**config.mk**
```make
export PLATFORM = sky130hd
export DESIGN_NAME = afi_top
export DESIGN_NICKNAME = d
export VERILOG_FILES = /design/src/verilog/afi_pkg.sv /design/src/verilog/afi_flag_if.sv /design/src/verilog/afi_flag_bank.sv /design/src/verilog/afi_top.sv
export SDC_FILE = /design/constraint.sdc
export NUM_CORES = 1
export LEC_CHECK = 0
export BUFFER_PORTS_ARGS = -buffer_cell sky130_fd_sc_hd__buf_2
export CAP_MARGIN = 10
export CORE_MARGIN = 2
export CORE_UTILIZATION = 45
export CTS_CLUSTER_SIZE = 16
export DETAILED_ROUTE_END_ITERATION = 16
export GPL_TIMING_DRIVEN = 1
export PLACE_DENSITY = 0.73
export RECOVER_POWER = 25
export REMOVE_ABC_BUFFERS = 1
export SKIP_CTS_REPAIR_TIMING = 1
export SLEW_MARGIN = 20
export SYNTH_ARGS = -nofsm -noshare
export SYNTH_HDL_FRONTEND = slang
export SYNTH_SLANG_ARGS = --single-unit
```
**constraint.sdc**
```tcl
create_clock -name REF_CLK -period 2.2 [get_ports REF_CLK]
set_input_delay 0.33 -clock REF_CLK [delete_from_list [all_inputs] [get_ports REF_CLK]]
set_output_delay 0.33 -clock REF_CLK [all_outputs]
set_load 0.03 [all_outputs]
```
**src/verilog/afi_pkg.sv**
```systemverilog
// Constants for the analog fault interrupt register block.
// Assumes a 32-bit APB slave with byte addresses, one word per register.
package afi_pkg;
    localparam int AW = 8;
    localparam int DW = 32;

    // Register byte offsets
    localparam logic [AW-1:0] OFS_SUP_STATUS = 8'h1C;
    localparam logic [AW-1:0] OFS_SUP_EN     = 8'h20;
    localparam logic [AW-1:0] OFS_SUP_CLR    = 8'h24;
    localparam logic [AW-1:0] OFS_SYS_EN     = 8'h28;
    localparam logic [AW-1:0] OFS_BR_EN      = 8'h5C;

    // Supply layout: 4 overvoltage bits above 4 undervoltage bits
    localparam int SUP_N   = 4;
    localparam int SUP_W   = 8;
    localparam int STS_LSB = 16;
    localparam int IS_LSB  = 0;
    localparam int OV_LSB  = 4;
    localparam int SUP_CORE = 3;
    localparam int SUP_BAT  = 0;

    localparam int SYS_W = 16;
    localparam int BR_W  = 21;

    localparam logic [SUP_W-1:0] SUP_EN_RST  = 8'hFF;
    localparam logic [SYS_W-1:0] SYS_EN_MASK = 16'hFFC7;
    localparam logic [SYS_W-1:0] SYS_EN_RST  = 16'h0000;
    localparam logic [BR_W-1:0]  BR_EN_MASK  = 21'h1F3C0F;
    localparam logic [BR_W-1:0]  BR_EN_RST   = 21'h000000;

    // Bit positions used by checks
    localparam int SYS_OT_BIT    = 9;
    localparam int SYS_RSVD_LSB  = 3;
    localparam int SYS_RSVD_MSB  = 5;
    localparam int BR_HS2_OC_BIT = 13;
    localparam int BR_LS1_DS_BIT = 0;
endpackage : afi_pkg

```
**src/verilog/afi_flag_if.sv**
```systemverilog
// Carrier between the register top and a sticky flag bank.
// Assumes det and clr are driven by the top in the REF_CLK domain.
`timescale 1ns/1ps
`default_nettype none
interface afi_flag_if #(
    parameter int W = 8
);
    logic [W-1:0] det;
    logic [W-1:0] clr;
    logic [W-1:0] flags;

    modport bank (input det, input clr, output flags);
    modport user (output det, output clr, input flags);
endinterface : afi_flag_if
`default_nettype wire

```
**src/verilog/afi_flag_bank.sv**
```systemverilog
// Sticky flag bank: level or rising-edge set, write-one clear.
// Assumes det is synchronous to clk; set beats clear in the same cycle.
`timescale 1ns/1ps
`default_nettype none
module afi_flag_bank #(
    parameter int W    = 8,
    parameter bit EDGE = 1'b0
) (
    input  wire logic  clk,
    input  wire logic  rst,
    afi_flag_if.bank   f
);
    logic [W-1:0] prev_ff;
    logic [W-1:0] nxt_prev;
    logic [W-1:0] flags_ff;
    logic [W-1:0] nxt_flags;
    logic [W-1:0] set_v;

    always_comb begin
        nxt_prev  = f.det;
        // Edge mode raises one request per detection, not one per cycle
        set_v     = EDGE ? (f.det & ~prev_ff) : f.det;
        nxt_flags = (flags_ff & ~f.clr) | set_v;
    end

    always_ff @(posedge clk) begin
        if (rst) begin
            prev_ff  <= '0;
            flags_ff <= '0;
        end else begin
            prev_ff  <= nxt_prev;
            flags_ff <= nxt_flags;
        end
    end

    assign f.flags = flags_ff;
endmodule : afi_flag_bank
`default_nettype wire

```
**src/verilog/afi_top.sv**
```systemverilog
// Analog fault interrupt registers: supply flags, enables, APB slave.
// Assumes APB master and event inputs synchronous to REF_CLK.
//
// Implementation choice: register access over APB.
`timescale 1ns/1ps
`default_nettype none
module afi_top #(
    parameter int AW = afi_pkg::AW
) (
    input  wire logic                      REF_CLK,
    input  wire logic                      SRST,
    input  wire logic                      RST3,
    input  wire logic                      PSEL,
    input  wire logic                      PENABLE,
    input  wire logic                      PWRITE,
    input  wire logic [AW-1:0]             PADDR,
    input  wire logic [afi_pkg::DW-1:0]    PWDATA,
    output logic      [afi_pkg::DW-1:0]    PRDATA,
    output logic                           PREADY,
    output logic                           PSLVERR,
    input  wire logic [afi_pkg::SUP_N-1:0] SUPPLY_OV_DET,
    input  wire logic [afi_pkg::SUP_N-1:0] SUPPLY_UV_DET,
    input  wire logic [afi_pkg::SYS_W-1:0] SYS_IRQ_FLAGS,
    input  wire logic [afi_pkg::BR_W-1:0]  BRIDGE_IRQ_FLAGS,
    output logic                           IRQ
);
    logic                         apb_setup;
    logic                         apb_wr;
    logic                         hit_sts;
    logic                         hit_sup_en;
    logic                         hit_clr;
    logic                         hit_sys;
    logic                         hit_br;
    logic                         hit_any;
    logic [afi_pkg::SUP_W-1:0]    sup_en_ff;
    logic [afi_pkg::SUP_W-1:0]    nxt_sup_en;
    logic [afi_pkg::SYS_W-1:0]    sys_en_ff;
    logic [afi_pkg::SYS_W-1:0]    nxt_sys_en;
    logic [afi_pkg::BR_W-1:0]     br_en_ff;
    logic [afi_pkg::BR_W-1:0]     nxt_br_en;
    logic [afi_pkg::DW-1:0]       rdata_ff;
    logic [afi_pkg::DW-1:0]       nxt_rdata;
    logic                         err_ff;
    logic                         nxt_err;
    logic [afi_pkg::SUP_W-1:0]    sts_flags;
    logic [afi_pkg::SUP_W-1:0]    irq_flags;
    logic                         sup_req;
    logic                         sys_req;
    logic                         br_req;

    afi_flag_if #(.W(afi_pkg::SUP_W)) sts_if ();
    afi_flag_if #(.W(afi_pkg::SUP_W)) irq_if ();

    // Address decode; zero wait states
    assign apb_setup  = PSEL & ~PENABLE;
    assign apb_wr     = PSEL & PENABLE & PWRITE;
    assign hit_sts    = (PADDR == afi_pkg::OFS_SUP_STATUS);
    assign hit_sup_en = (PADDR == afi_pkg::OFS_SUP_EN);
    assign hit_clr    = (PADDR == afi_pkg::OFS_SUP_CLR);
    assign hit_sys    = (PADDR == afi_pkg::OFS_SYS_EN);
    assign hit_br     = (PADDR == afi_pkg::OFS_BR_EN);
    assign hit_any    = hit_sts | hit_sup_en | hit_clr | hit_sys | hit_br;
    assign PREADY     = 1'b1;
    assign PSLVERR    = PSEL & PENABLE & err_ff;

    // Supply flag banks: occurred status by level, interrupt by edge
    assign sts_if.det = {SUPPLY_OV_DET, SUPPLY_UV_DET};
    assign irq_if.det = {SUPPLY_OV_DET, SUPPLY_UV_DET};
    assign sts_if.clr = (apb_wr & hit_clr) ?
                        PWDATA[afi_pkg::STS_LSB +: afi_pkg::SUP_W] : '0;
    assign irq_if.clr = (apb_wr & hit_clr) ?
                        PWDATA[afi_pkg::IS_LSB +: afi_pkg::SUP_W] : '0;
    assign sts_flags  = sts_if.flags;
    assign irq_flags  = irq_if.flags;

    afi_flag_bank #(
        .W    (afi_pkg::SUP_W),
        .EDGE (1'b0)
    ) u_sts_bank (
        .clk (REF_CLK),
        .rst (SRST),
        .f   (sts_if.bank)
    );

    afi_flag_bank #(
        .W    (afi_pkg::SUP_W),
        .EDGE (1'b1)
    ) u_irq_bank (
        .clk (REF_CLK),
        .rst (SRST),
        .f   (irq_if.bank)
    );

    // Enable registers; reserved positions masked off on write
    always_comb begin
        nxt_sup_en = sup_en_ff;
        nxt_sys_en = sys_en_ff;
        if (apb_wr && hit_sup_en) begin
            nxt_sup_en = PWDATA[afi_pkg::SUP_W-1:0];
        end
        if (apb_wr && hit_sys) begin
            nxt_sys_en = PWDATA[afi_pkg::SYS_W-1:0] & afi_pkg::SYS_EN_MASK;
        end
    end

    always_ff @(posedge REF_CLK) begin
        if (SRST) begin
            sup_en_ff <= afi_pkg::SUP_EN_RST;
            sys_en_ff <= afi_pkg::SYS_EN_RST;
        end else begin
            sup_en_ff <= nxt_sup_en;
            sys_en_ff <= nxt_sys_en;
        end
    end

    // Bridge enables keep their value across the ordinary reset
    always_comb begin
        nxt_br_en = br_en_ff;
        if (apb_wr && hit_br && !SRST) begin
            nxt_br_en = PWDATA[afi_pkg::BR_W-1:0] & afi_pkg::BR_EN_MASK;
        end
    end

    always_ff @(posedge REF_CLK) begin
        if (RST3) begin
            br_en_ff <= afi_pkg::BR_EN_RST;
        end else begin
            br_en_ff <= nxt_br_en;
        end
    end

    // Read data captured in setup so it is stable through access
    always_comb begin
        nxt_rdata = rdata_ff;
        nxt_err   = err_ff;
        if (apb_setup) begin
            nxt_rdata = '0;
            nxt_err   = ~hit_any;
            if (hit_sts) begin
                nxt_rdata[afi_pkg::STS_LSB +: afi_pkg::SUP_W] = sts_flags;
                nxt_rdata[afi_pkg::IS_LSB +: afi_pkg::SUP_W]  = irq_flags;
            end
            if (hit_sup_en) begin
                nxt_rdata[afi_pkg::SUP_W-1:0] = sup_en_ff;
            end
            if (hit_sys) begin
                nxt_rdata[afi_pkg::SYS_W-1:0] = sys_en_ff;
            end
            if (hit_br) begin
                nxt_rdata[afi_pkg::BR_W-1:0] = br_en_ff;
            end
        end
    end

    always_ff @(posedge REF_CLK) begin
        if (SRST) begin
            rdata_ff <= '0;
            err_ff   <= 1'b0;
        end else begin
            rdata_ff <= nxt_rdata;
            err_ff   <= nxt_err;
        end
    end

    assign PRDATA = rdata_ff;

    // Level request; supply part dropped as soon as software clears its flag, system and bridge parts follow their inputs
    assign sup_req = |(irq_flags & sup_en_ff);
    assign sys_req = |(SYS_IRQ_FLAGS & sys_en_ff);
    assign br_req  = |(BRIDGE_IRQ_FLAGS & br_en_ff);
    assign IRQ     = sup_req | sys_req | br_req;
endmodule : afi_top
`default_nettype wire

```
* Yosys cells after proc, flatten, opt, wreduce, memory -nomap -nowiden
Index checks and enable logic that the tools add are counted.
W data, S select, Z words.
** Cells by class
- Shift operators :: 0
- Multipliers :: 0
- Div/mod/pow operators :: 0
- Order comparisons :: 0
- Reductions and logical operators :: 8
- $add $sub $neg :: 0
- Multiplexer cells :: 7
- Eq/ne operators :: 5
- Bitwise gates (word level) :: 24
** Operator list (count)
- $mux W8 :: 5
- $and A8 B8 Y8 :: 4
- $eq A8 B6 Y1 const B :: 3
- $not A8 Y8 :: 3
- $and A21 B21 Y21 :: 1
- $mux W21 :: 1
- $reduce_or A21 Y1 :: 1
- $and A16 B16 Y16 :: 1
- $mux W16 :: 1
- $or A8 B8 Y8 :: 2
- $reduce_or A16 Y1 :: 1
- $eq A8 B5 Y1 const B :: 1
- $eq A8 B7 Y1 const B :: 1
- $reduce_or A8 Y1 :: 1
- $or A1 B1 Y1 :: 6
- $and A1 B1 Y1 :: 5
- $logic_and A1 B1 Y1 :: 4
- $not A1 Y1 :: 2
- $logic_not A1 Y1 :: 1
** Storage, ports and cells
- Memory bits (writable) :: 0
- Memories kept :: 0
- Input port bits :: 91
- Bits in latches :: 0
- Word-level logic and storage cells :: 52
- ROM bits :: 0
- Register bits :: 83

* Logic depth before layout (Yosys ltp)
- Word-level depth :: 7
- Mapped depth :: 6
- Gate-level depth less buffers :: 4

* By module
Synthesis repeated with hierarchy kept, for this count alone.
** Unflattened totals
- Cell total of the unflattened synthesis :: 421
- Area, all modules :: 3786.1 sq um
** By module, submodules not included
- afi_top :: cells an instance 339, seq. area each 1181.1 sq um, area an instance 2840.2 sq um, instances 1
- afi_flag_bank at u_irq_bank :: cells an instance 49, seq. area each 320.3 sq um, area an instance 564.3 sq um, instances 1
- afi_flag_bank at u_sts_bank :: cells an instance 33, seq. area each 160.2 sq um, area an instance 381.6 sq um, instances 1

* Least setup slack after synthesis
Ideal clock, no wire load.
- Kind :: input-to-reg
- From :: input port PADDR[7]
- To :: register rdata_ff (netlist bit PRDATA[0])
- Path buffers :: 0
- Cell stages on the path :: 3
- Arrival :: 1.460 ns
- Data required time :: 2.108 ns
- Setup time :: 0.092 ns
- Slack :: 0.647 ns
- Cells stage by stage :: or3_4 -> or4_4 -> o32ai_1
** Between the ends
- Word-level cells in the longest chain between the ends :: 5
** Ends and longest elaborated chain
- start, declared :: RTL line afi_top.sv:16 : input wire logic [AW-1:0] PADDR,
- $eq A8 B5 Y1 :: RTL line afi_top.sv:57 : assign hit_sts = (PADDR == afi_pkg::OFS_SUP_STATUS);
- $mux W8 :: RTL line afi_top.sv:139 : if (hit_sts) begin
- $mux W8 :: RTL line afi_top.sv:143 : if (hit_sup_en) begin
- $mux W16 :: RTL line afi_top.sv:146 : if (hit_sys) begin
- $mux W21 (*) :: RTL line afi_top.sv:149 : if (hit_br) begin
- end signal, assigned :: RTL line afi_top.sv:160 : rdata_ff <= nxt_rdata;
- end, declared :: RTL line afi_top.sv:41 : logic [afi_pkg::DW-1:0] rdata_ff;
Mark *: on every way between the ends. The rest lies on a longest branch, timed or not.
A chain may end at the register's enable or synchronous reset.

* Final worst setup path
- From :: register u_irq_bank.flags_ff[4], in the netlist u_irq_bank.f.flags[4]
- To :: output port IRQ
** Between the ends
- Word-level cells in the longest chain between the ends :: 4
** Ends and longest elaborated chain
- start, declared :: RTL line afi_flag_bank.sv:15 : logic [W-1:0] flags_ff;
- start signal, assigned :: RTL line afi_flag_bank.sv:32 : flags_ff <= nxt_flags;
- $and A8 B8 Y8 :: RTL line afi_top.sv:168 : assign sup_req = |(irq_flags & sup_en_ff);
- $reduce_or A8 Y1 :: RTL line afi_top.sv:168
- $or A1 B1 Y1 (2 in a row) :: RTL line afi_top.sv:171 : assign IRQ = sup_req | sys_req | br_req;
- end, declared :: RTL line afi_top.sv:25 : output logic IRQ
Every way passes these cells.

==> metrics <==
outcome complete, no violations; final worst-path cycle share 0.963; met2 routed wirelength 4.52 mm; Layout area overhead 20.8%; met1 WL roughly 4.4 mm; first-pass GRT wire length around 15 mm; # diodes 0; CP peak stage delay 0.33 ns; Clock transition at path regs approximately 0.080 ns; Synth Instances approximately 390; initial antenna violation count 0; share of cells above drive strength 1 0.233; Psw 708 uW; Longest Clk Path Bufs 2; Final Instance Area 4240 um^2; Antenna Nets Post-Route 0; RSZ-0062 raised after global routing false; Slowest cell on crit path a22oi_1; mapped cell area between 3000 and 4000 um^2; vias around 3300; WS Path Type reg -> out; Pre-antenna DRT Iters 5; Logic pwr share 0.090; ys flop type dfxtp_1; VDD IR-drop max 0.346 mV; DP Area between 4000 and 5000 um^2; crit start category flop; Total Routing Usage GR 0.233; wire per inst around 16 um; Crit path arrival time approximately 1.8 ns; fin worst setup slack just over 0.08 ns; FF+latch count, synth between 80 and 90; Die W around 92 um; synthesized area per cell about 9.0 um^2; Clock Latency Late Sink approximately 0.35 ns; CP endpoint kind primary output; Final TNS setup 0 ns; Slew headroom 0.253; Hold Path Class in -> reg; Area contributors post-synth dfxtp_1, mux2i_1, nor2_1, a22oi_1, a21oi_1; Synth top area share 0.473; Tot Pwr 2890 uW; Setup Viol. Count Final 0; Ports about 130; grt ovf 0; DRC errors left 0; DRT iter0 DRCs around 230; top routing layer in use met4; starting density of the core 0.459; crit-path most repeated cell nand4_1; core box area about 7600 um^2; Placed Cells 576; Hold Startpoint SUPPLY_UV_DET[3]; cell taking the most area after synthesis dfxtp_1; Rows 32; max-slew violation count 0; Internal Power about 2200 uW; IO Port Bufs 97; fill count approximately 750; Hold EP u_sts_bank.f.flags[3]; Die H slightly above 90 um; hpwl dp around 7.0 mm; total power per unit cell area 682 nW/um^2; clock root buffer clkbuf_8; largest net degree at the start of global routing 58; max frequency around 470 MHz; CTS Sinks 83; Yosys warning count 0; EDFF count, synth 0; RR Endpoint PRDATA[3]; routed wire length between 9 and 10 mm; vias in the first global route 3113; hold depth 3; Placement Setup Slack about 0.25 ns; routability congestion estimate from global placement 0.845; DR WL met3 676 um; Final nets ~580; Synth cell types 40; FF-to-FF path depth 3; via/cell ratio about 5.5; H-tree depth 3; Post-synth ARST share 0; clock power share 0.374; CTS tree yes; ranking of synthesized cells by instance count dfxtp_1, nor2_1, nand2_1, a21oi_1, mux2i_1; worst reg2reg setup slack 1.13 ns; Seq pwr share 0.536; final-report hold violation count 0; fin cells 591; maxcap violations 0; clock buffer count from CTS 9; Die ar. roughly 8500 um^2; sequential-to-total area share from yosys stat 0.473; Least-Margin Pin Slew 1.12 ns; leakage ~0.0018 uW; dominant cell by count in the synthesized netlist dfxtp_1; Layout Skew around 0.0064 ns; Critical Path Fanout Max 3; sw frac 0.245; Crit Reg-Reg Startpoint sup_en_ff[3]; WP data required around 1.9 ns; worst path cell trace a22oi_1 > nand4_1 > nor4_1 > nand4_1 > buf_2; fin crit period ~2.1 ns
[through the flow]
step,util,hold slack [ns]
after floorplan,-,0.399
after global placement,0.533,0.436
after detailed placement,0.533,0.441
after CTS,0.558,0.198
after global routing,0.555,0.194
final,0.555,0.210
[state kept, by name, indices dropped and copies added, names as in the netlist]
register / flops
PRDATA: 24
u_irq_bank.f.flags: 8
sup_en_ff: 8
err_ff: 1
u_sts_bank.f.flags: 8
sys_en_ff: 13
u_irq_bank.prev_ff: 8
br_en_ff: 13
[power by group through the flow]
stage               logic [uW]  registers (uW)  clock network, uW
finish                     259            1550               1080
global route               282            1560               1180
CTS                        259            1550               1110
detailed placement         258            1590                  0
global placement           255            1580                  0
floorplan                  107            1580                  0
[cell families (layout without fill, tap and decap cells)]
family / Yosys count / count (layout) / share of synthesized area
multiplexers: 26 / 26 / 0.0741
AND/OR/NAND/NOR: 160 / 160 / 0.237
AO/OA/AOI/OAI: 86 / 86 / 0.162
flip-flops: 83 / 83 / 0.473
other: 2 / 9 / 0.00214
buffers and inverters: 35 / 125 / 0.0517
[worst max-delay path by stage]
stage / from / to / slack, ns / cells after the start
final: u_irq_bank.f.flags[4] / IRQ / 0.08 / 5
after global routing: u_irq_bank.f.flags[4] / IRQ / 0.07 / 5
after CTS: u_irq_bank.f.flags[4] / IRQ / 0.10 / 5
after detailed placement: PADDR[3] / br_en_ff[0] / 0.25 / 6
after global placement: PADDR[3] / br_en_ff[12] / 0.27 / 6
after floorplan: PADDR[5] / u_sts_bank.f.flags[0] / 0.13 / 4
[critical path: cells and delay by family (launching register included)]
kind            cells  cell delay (ns)
compound gates      1             0.33
buf+inv             1             0.20
flops               1             0.32
simple gates        3             0.58
[cells in the final DEF, fill, tap and decap left out, drive strengths merged, types with 6 or more instances in the layout]
master,n
nor2b,9
nor2,52
a21oi,29
nand2,34
buf,93
clkbuf,28
conb,9
and3,6
mux2i,26
nand2b,9
a22oi,24
dfxtp,83
nand3,10
o21ai,10
nand4,13
nand3b,8
[per-layer routing]
layer	vias up	global-route usage
li1	1579	-
met2	130	0.372
met4	0	0.0883
met1	1536	0.317
met5	-	0
met3	13	0.0391
[area by class of cell]
type / instances / area [um^2] / share of cell area
multi-input cells: 281 / 1700 / 0.401
flip-flops and latches: 83 / 1660 / 0.392
repair buffers: 110 / 561 / 0.132
clock buffers: 11 / 141 / 0.0333
well taps: 102 / 128 / 0.0301
clock inverters: 4 / 51.3 / 0.0121
No activity file was read; power rests on OpenSTA's default activity.
